File: config.mk
export PLATFORM = sky130hd
export DESIGN_NAME = multi_function_led_select
export DESIGN_NICKNAME = d
export VERILOG_FILES = /design/src/multi_function_led_select_pkg.sv /design/src/multi_function_led_select.sv
export VERILOG_INCLUDE_DIRS = /design/src /design/src/src
export SDC_FILE = /design/constraint.sdc
export NUM_CORES = 1
export LEC_CHECK = 0
export BUFFER_PORTS_ARGS = -buffer_cell sky130_fd_sc_hd__buf_2
export CAP_MARGIN = 20
export CORE_UTILIZATION = 25
export DETAILED_ROUTE_END_ITERATION = 7
export GPL_TIMING_DRIVEN = 0
export PLACE_DENSITY = 0.44
export SYNTH_ARGS = -nofsm -noshare
export SYNTH_HDL_FRONTEND = slang
export SYNTH_SLANG_ARGS = --single-unit
File: constraint.sdc
create_clock -name clk -period 4.6 [get_ports clk]
set_input_delay 0.46 -clock clk [delete_from_list [all_inputs] [get_ports clk]]
set_output_delay 0.46 -clock clk [all_outputs]
set_load 0.03 [all_outputs]
File: src/multi_function_led_select_params.svh
`ifndef MULTI_FUNCTION_LED_SELECT_PARAMS_SVH
`define MULTI_FUNCTION_LED_SELECT_PARAMS_SVH

// register indices, byte address is four times the index
`define IND_CFG_IDX      8'h25
`define BASIC_CTRL_IDX   8'h01
`define STEST_STAT_IDX   8'h1B
// indicator_config field positions
`define POL_BIT          9
`define SRC_HI           6
`define SRC_LO           3
`define ROUTE_HI         1
`define ROUTE_LO         0
`define STEST_CLR_BIT    15
// reset value of the config register, polarity bit filled from strap
`define IND_CFG_RST      16'h0000
`define ROUTE_COL        2'h0
`define ROUTE_FIRST      2'h3
// blink half period and activity stretch time
`define BLINK_NS         50000000
`define STRETCH_NS       50000000
`define CLK_NS           50
`define BLINK_CYC        (`BLINK_NS / `CLK_NS)
`define STRETCH_CYC      (`STRETCH_NS / `CLK_NS)

`endif

File: src/multi_function_led_select_pkg.sv
package multi_function_led_select_pkg;

	// indicator source codes
	typedef enum logic [3:0] {
		SRC_LINK      = 4'h0,
		SRC_ACT       = 4'h1,
		SRC_TX        = 4'h2,
		SRC_RX        = 4'h3,
		SRC_COL       = 4'h4,
		SRC_SPD100    = 4'h5,
		SRC_SPD10     = 4'h6,
		SRC_FDX       = 4'h7,
		SRC_LINKBLINK = 4'h8,
		SRC_STRETCH   = 4'h9,
		SRC_LINK100FD = 4'hA,
		SRC_LPI       = 4'hB,
		SRC_MIIERR    = 4'hC,
		SRC_LINKLOST  = 4'hD,
		SRC_PRBS      = 4'hE,
		SRC_RSVD      = 4'hF
	} source_t;

	// PHY status inputs, all on the PHY clock
	typedef struct packed {
		logic linkUp;
		logic txAct;
		logic rxAct;
		logic collision;
		logic speed100;
		logic fullDuplex;
		logic lpiActive;
		logic miiError;
		logic prbsError;
	} phy_status_t;

	// indicator output pins
	typedef struct packed {
		logic colPin;
		logic firstIndicatorPin;
	} pins_t;

endpackage : multi_function_led_select_pkg

File: src/multi_function_led_select.sv
// Function
// [RULE1] strap sets polarity default: pull-up gives low
// [RULE2] polarity bit 0 active low, 1 high
// [RULE3] codes 0-3: link, activity, tx, rx
// [RULE4] codes 4-7: collision, speed100, speed10, duplex
// [RULE5] codes 8-11: linkblink, stretch, 100FD, LPI
// [RULE6] codes 12-14: MII error, link lost, PRBS
// [RULE7] link lost latches until control reg read
// [RULE8] PRBS error latches until self-test cleared
// [RULE9] route 00 to collision, 11 to first pin
// [RULE10] software clears PRBS by writing bit 15
// [RULE11] select, then invert, then route, clocked
//
// Decided for this implementation: the Avalon-MM register port.
`timescale 1ns/1ps
`include "multi_function_led_select_params.svh"

module multi_function_led_select #(
	parameter int BLINK_CYC   = `BLINK_CYC,
	parameter int STRETCH_CYC = `STRETCH_CYC
) (
	// clock and reset
	input  wire logic                                clk,
	input  wire logic                                rst,
	// polarity strap pin
	input  wire logic                                strapPin,
	// PHY status
	input  wire multi_function_led_select_pkg::phy_status_t status,
	// Avalon-MM slave
	input  wire logic [9:0]                          address,
	input  wire logic                                read,
	input  wire logic                                write,
	input  wire logic [31:0]                         writedata,
	output logic      [31:0]                         readdata,
	output logic                                     waitrequest,
	// indicator pins
	output multi_function_led_select_pkg::pins_t     pins
);
	import multi_function_led_select_pkg::*;

	localparam int CW = 32;

	logic [15:0]  cfg_q, cfg_d;
	logic         strapDone_q, strapDone_d;
	logic [1:0]   strapSync_q;
	logic         linkPrev_q, linkLost_q, linkLost_d;
	logic         prbsLatch_q, prbsLatch_d;
	logic [CW-1:0] blinkCnt_q, blinkCnt_d;
	logic         blinkPh_q, blinkPh_d;
	logic [CW-1:0] strCnt_q, strCnt_d;
	logic         ack_q, ack_d;
	logic [31:0]  rdata_q, rdata_d;
	pins_t        pins_q, pins_d;
	logic         rawSrc, polSrc;
	logic [7:0]   idx;
	logic         busReq;

	assign idx         = address[9:2];
	assign busReq      = read | write;
	// one wait cycle per access: answer on the second edge
	assign waitrequest = busReq & ~ack_q;
	assign readdata    = rdata_q;
	assign pins        = pins_q;

	// strap synchroniser, kept out of reset so it already holds the
	// strap level when reset lets go and the default is loaded
	always_ff @(posedge clk) begin
		strapSync_q <= {strapSync_q[0], strapPin};
	end

	// register file, sticky flags and bus answer
	always_comb begin
		cfg_d       = cfg_q;
		strapDone_d = 1'b1;
		linkLost_d  = linkLost_q;
		prbsLatch_d = prbsLatch_q;
		ack_d       = busReq & ~ack_q;
		rdata_d     = rdata_q;
		if (!strapDone_q) begin
			cfg_d[`POL_BIT] = ~strapSync_q[1]; // see [RULE1]
		end
		// writes land on the edge that sees waitrequest low
		if (busReq && ack_q && write) begin
			if (idx == `IND_CFG_IDX) begin
				cfg_d = writedata[15:0];
			end else if (idx == `STEST_STAT_IDX &&
					writedata[`STEST_CLR_BIT]) begin
				prbsLatch_d = 1'b0; // see [RULE10]
			end
		end
		if (busReq && !ack_q && read) begin
			if (idx == `IND_CFG_IDX) begin
				rdata_d = {16'h0000, cfg_q};
			end else if (idx == `STEST_STAT_IDX) begin
				rdata_d = {31'h0, prbsLatch_q};
			end else if (idx == `BASIC_CTRL_IDX) begin
				rdata_d = {31'h0, linkLost_q};
				linkLost_d = 1'b0; // see [RULE7]
			end else begin
				rdata_d = 32'h0000_0000;
			end
		end
		// events win over clears
		if (linkPrev_q && !status.linkUp) begin
			linkLost_d = 1'b1; // see [RULE7]
		end
		if (status.prbsError) begin
			prbsLatch_d = 1'b1; // see [RULE8]
		end
	end

	always_ff @(posedge clk or posedge rst) begin
		if (rst) begin
			cfg_q       <= `IND_CFG_RST;
			strapDone_q <= 1'b0;
			linkPrev_q  <= 1'b0;
			linkLost_q  <= 1'b0;
			prbsLatch_q <= 1'b0;
			ack_q       <= 1'b0;
			rdata_q     <= 32'h0000_0000;
		end else begin
			cfg_q       <= cfg_d;
			strapDone_q <= strapDone_d;
			linkPrev_q  <= status.linkUp;
			linkLost_q  <= linkLost_d;
			prbsLatch_q <= prbsLatch_d;
			ack_q       <= ack_d;
			rdata_q     <= rdata_d;
		end
	end

	// blink phase and activity stretch counters
	always_comb begin
		blinkCnt_d = blinkCnt_q + CW'(1);
		blinkPh_d  = blinkPh_q;
		if (blinkCnt_q >= CW'(BLINK_CYC - 1)) begin
			blinkCnt_d = '0;
			blinkPh_d  = ~blinkPh_q;
		end
		strCnt_d = (strCnt_q != '0) ? strCnt_q - CW'(1) : '0;
		if (status.txAct || status.rxAct) begin
			strCnt_d = CW'(STRETCH_CYC);
		end
	end

	always_ff @(posedge clk or posedge rst) begin
		if (rst) begin
			blinkCnt_q <= '0;
			blinkPh_q  <= 1'b0;
			strCnt_q   <= '0;
		end else begin
			blinkCnt_q <= blinkCnt_d;
			blinkPh_q  <= blinkPh_d;
			strCnt_q   <= strCnt_d;
		end
	end

	// source select, polarity, then routing
	always_comb begin
		case (source_t'(cfg_q[`SRC_HI:`SRC_LO]))
			SRC_LINK:      rawSrc = status.linkUp; // see [RULE3]
			SRC_ACT:       rawSrc = status.txAct | status.rxAct;
			SRC_TX:        rawSrc = status.txAct;
			SRC_RX:        rawSrc = status.rxAct;
			SRC_COL:       rawSrc = status.collision; // see [RULE4]
			SRC_SPD100:    rawSrc = status.linkUp & status.speed100;
			SRC_SPD10:     rawSrc = status.linkUp & ~status.speed100;
			SRC_FDX:       rawSrc = status.fullDuplex;
			SRC_LINKBLINK: rawSrc = status.linkUp & // see [RULE5]
					~((status.txAct | status.rxAct) & blinkPh_q);
			SRC_STRETCH:   rawSrc = (strCnt_q != '0);
			SRC_LINK100FD: rawSrc = status.linkUp & status.speed100 &
					status.fullDuplex;
			SRC_LPI:       rawSrc = status.lpiActive;
			SRC_MIIERR:    rawSrc = status.miiError; // see [RULE6]
			SRC_LINKLOST:  rawSrc = linkLost_q; // see [RULE7]
			SRC_PRBS:      rawSrc = prbsLatch_q; // see [RULE8]
			default:       rawSrc = 1'b0;
		endcase
		// bit 0 drives low when lit
		polSrc = cfg_q[`POL_BIT] ? rawSrc : ~rawSrc; // see [RULE2]
		pins_d.colPin            = ~cfg_q[`POL_BIT];
		pins_d.firstIndicatorPin = ~cfg_q[`POL_BIT];
		if (cfg_q[`ROUTE_HI:`ROUTE_LO] == `ROUTE_COL) begin
			pins_d.colPin = polSrc; // see [RULE9]
		end else if (cfg_q[`ROUTE_HI:`ROUTE_LO] == `ROUTE_FIRST) begin
			pins_d.firstIndicatorPin = polSrc; // see [RULE9]
		end
	end

	// registered output stage
	always_ff @(posedge clk or posedge rst) begin
		if (rst) begin
			pins_q <= '0;
		end else begin
			pins_q <= pins_d; // see [RULE11]
		end
	end

	// assertions
	property p_strap;
		@(posedge clk) disable iff (rst)
		$rose(strapDone_q) |-> cfg_q[`POL_BIT] == ~$past(strapSync_q[1]);
	endproperty
	a_strap: assert property (p_strap) // see [RULE1]
		else $error("polarity default not from strap");

	property p_lost;
		@(posedge clk) disable iff (rst)
		($fell(status.linkUp) && strapDone_q) |=> linkLost_q;
	endproperty
	a_lost: assert property (p_lost) // see [RULE7]
		else $error("link lost not latched");

	property p_prbs;
		@(posedge clk) disable iff (rst)
		status.prbsError |=> prbsLatch_q;
	endproperty
	a_prbs: assert property (p_prbs) // see [RULE8]
		else $error("prbs error not latched");

	property p_route;
		@(posedge clk) disable iff (rst)
		(cfg_q[1:0] == 2'h0 && $stable(cfg_q)) |=>
			pins_q.colPin == $past(polSrc);
	endproperty
	a_route: assert property (p_route) // see [RULE9]
		else $error("collision pin not routed");

	property p_pol;
		@(posedge clk) disable iff (rst)
		(cfg_q[1:0] == 2'h3) |=> pins_q.firstIndicatorPin ==
			($past(cfg_q[9]) ? $past(rawSrc) : ~$past(rawSrc));
	endproperty
	a_pol: assert property (p_pol) // see [RULE2]
		else $error("polarity wrong on first pin");

	property p_link;
		@(posedge clk) disable iff (rst)
		(cfg_q[6:3] == 4'h0) |-> rawSrc == status.linkUp;
	endproperty
	a_link: assert property (p_link) // see [RULE3]
		else $error("link source wrong");

	property p_col;
		@(posedge clk) disable iff (rst)
		(cfg_q[6:3] == 4'h4) |-> rawSrc == status.collision;
	endproperty
	a_col: assert property (p_col) // see [RULE4]
		else $error("collision source wrong");

	property p_wait;
		@(posedge clk) disable iff (rst)
		$rose(busReq) |-> waitrequest ##1 !waitrequest;
	endproperty
	a_wait: assert property (p_wait) // see the Avalon-MM port decided for this implementation
		else $error("bus answer not in one wait cycle");

endmodule : multi_function_led_select

==> impl_results.md <==
- Num Clock Sinks: 106
- Initial antenna violation count: 0
- Pre-Repair DR Iteration Count: 4
- Post-route setup TNS: 0 ps
- Slowest cell delay on critical path: 690 ps
- Row count: 50
- Drt total wl: 10520 um
- Root Buffer: clkbuf_16
- Critical Path Most Common Cell: nor4_1
- Fin. Hold Viols: 0
- Wirelength per Cell: 13.09 um
- Maxcap violations: 0
- Number of enable flip-flop cells after synthesis: 0
- Max Clock Freq: 344.6 MHz
- First-pass GRT wire length: 18100 um
- Minimum clock period: 2902 ps
- Place WS: 1646 ps
- Placer Congestion: 0.7618
- Worst-skew pair later-pin latency: 350 ps
- Cell Count, Final, Fillers Out: 804
- Fillers: 1939
- Post-DP Area: 0.005570 sq mm
- I/O pin cnt: 91
- Cell Area, Synth: 0.004833 sq mm
- CP Max Fanout: 8
- Arrival time worst endpoint: 3110 ps
- Synth Register Bits: 106
- Pins Over Slew Limit: 0
- Die area: 0.01989 sq mm
- Via count: 3458
- Top delay family on crit path: simple AND/OR/NAND/NOR gates
- Die width: 141.0 um
- Drt drc: 0
- Post-DP HPWL: 7459 um
- Cell area power density: 332.7 mW/mm^2
- Maximum VDD drop: 0.0001331 V
- Library cells used by synthesis: 50
- Mapped Cells: 444
- Top FF cell, synth: dfrtp_1
- CTS Hold Bufs: 0
- Most frequent cells in the layout: 104 x dfrtp_1, 60 x nor2_1, 57 x buf_2
- Total GRT Usage: 11.68%
- Starting Density: 25.67%
- R2R setup slack: 1700 ps
- DRT iter0 DRCs: 206
- Critical path class: reg -> reg
- Status: completed
- Worst EP required: 4810 ps
- Unrepaired setup endpoints after global routing: no
- Worst-path clk slew: 70 ps
- Share of layout cells above drive strength 1: 22.43%
- GR Overflow Total: 0
- Worst-path cell chain: or4_4 -> or4_1 -> buf_2 -> nor4_1 -> o31ai_1 -> nor4_1
- TritonCTS Buffers: 9
- Area grow syn2layout: 21.87%
- Placed Cells: 788
- Type of the most critical hold path: in -> async
- R2r endpoint: pins[1]$_DFF_PP0_
- Worst setup slack after layout: 1698 ps
- Vias per cell: 4.301
- Buffers & Inverters on Critical Path: 1
- CTS tree: built
- Post-route clock period utilization: 63.09%
- Register area share after synthesis: 54.67%
- Worst-case reg-to-reg path depth: 6
- Final instance area: 0.005891 sq mm
- Worst Setup Start Kind: flop
- Die Y: 141.0 um
- Slew @ Worst Pin: 780.8 ps
- Placeable core region: 0.01883 sq mm
- Vias in the first global route: 3482
- Syn Area/Cell: 10.89 sq um
- CTS resizes: 0
- H-Tree Depth: 3
- Critical Path Sink Type: flop
- Port bufs: 56
- CP max stage cell: nor4_1
- Setup Viol. Count Final: 0
- Max clock buf depth: 2
- Pleak: 0.002598 uW
- Leading cell type in the layout, fill and taps excluded: dfrtp_1
- # diodes: 0
- Remaining antenna violation count: 0
- Post-CTS Setup Repair Bufs: 0
- Fin nets: 598
- RR Startpoint: strCnt_q[22]$_DFF_PP0_
- YS warnings: 0
- Clk_skew: 7.181 ps
- Relative slew slack: 47.47%
- Largest net degree at the start of global routing: 54
- Fraction of registers with async set/reset: 98.11%
## registers in the layout (all words and copies together), names as in the netlist
register / cells
readdata: 16
prbsLatch_q: 1
strapSync_q: 2
linkPrev_q: 1
ack_q: 1
strapDone_q: 1
pins: 2
strCnt_q: 32
blinkCnt_q: 32
cfg_q: 16
blinkPh_q: 1
linkLost_q: 1
## worst reg2reg max path, cell delays in order (launching register included)
cell     delay (ps)
dfrtp_1         410
or4_4           560
or4_1           390
buf_2           180
nor4_1          690
o31ai_1         190
nor4_1          340
## layer usage
metal,vias up,global-route usage [%],share of wire (%)
li1,1706,-,-
met1,1682,16.03,49
met5,-,0,0
met2,59,17.28,46
met4,0,6.522,2.0
met3,11,2.174,3.3
## cell type report
type                            instances  area [sq um]  share of cell area, %
Timing Repair Buffer                   57         307.8                  5.225
Sequential cell                       106          2643                  44.86
Buffer                                 31         192.7                  3.271
Tap cell                              260         325.3                  5.523
Clock inverter                          5         77.57                  1.317
Clock buffer                           11         242.7                  4.121
Inverter                               10         40.04                 0.6797
Multi-Input combinational cell        324          2062                  35.00
## per-stage QoR
step	util [%]	power [uW]	hold slack, ps
5_1_grt	31.28	2060	203.1
3_3_place_gp	29.42	1144	371.0
2_1_floorplan	-	1095	309.6
4_1_cts	31.28	1998	202.3
3_5_place_dp	29.58	1151	370.3
6_report	31.28	1960	214.7
## synthesized netlist by cell type, types with 14 or more instances
master / n / area [sq um]
a22o_1: 16 / 140.1
buf_4: 16 / 120.1
dfrtp_1: 104 / 2603
mux2_2: 16 / 180.2
nand2_1: 21 / 78.83
nor2_1: 60 / 225.2
nor3_1: 20 / 100.1
nor4_1: 14 / 87.58
xnor2_1: 31 / 271.5
xor2_1: 15 / 131.4
## how the worst max path moves through the flow
stage                           startpoint                       to  slack (ps)  cells past startpoint
floorplan                              rst          ack_q$_DFF_PP0_        1410                      1
detailed placement              address[9]  readdata[9]$_DFFE_PP0P_        1650                      6
CTS                 strCnt_q[22]$_DFF_PP0_        pins[1]$_DFF_PP0_        1700                      6
global placement                       rst   strCnt_q[11]$_DFF_PP0_         130                      2
global route        strCnt_q[22]$_DFF_PP0_        pins[1]$_DFF_PP0_        1550                      6
finish              strCnt_q[22]$_DFF_PP0_        pins[1]$_DFF_PP0_        1700                      6
## cell families after synthesis
family	count (synthesis)	share of synthesized area, %
and+or+nand+nor	177	19.36
muxes	18	4.142
AOI/OAI and AO/OA	51	7.792
adders and majority gates	3	0.7767
xor gates and xnor gates	46	8.336
buffers and inverters	41	4.763
DFF	106	54.67
other	2	0.1554
## power by group
part	switching, uW	leakage (uW)	internal, uW
clock	340	0.000156	490
combinational	107	0.00107	57.4
sequential	14.0	0.00137	952
total	460	0.00260	1500
Note: power is estimated with default switching activity, not from simulation.
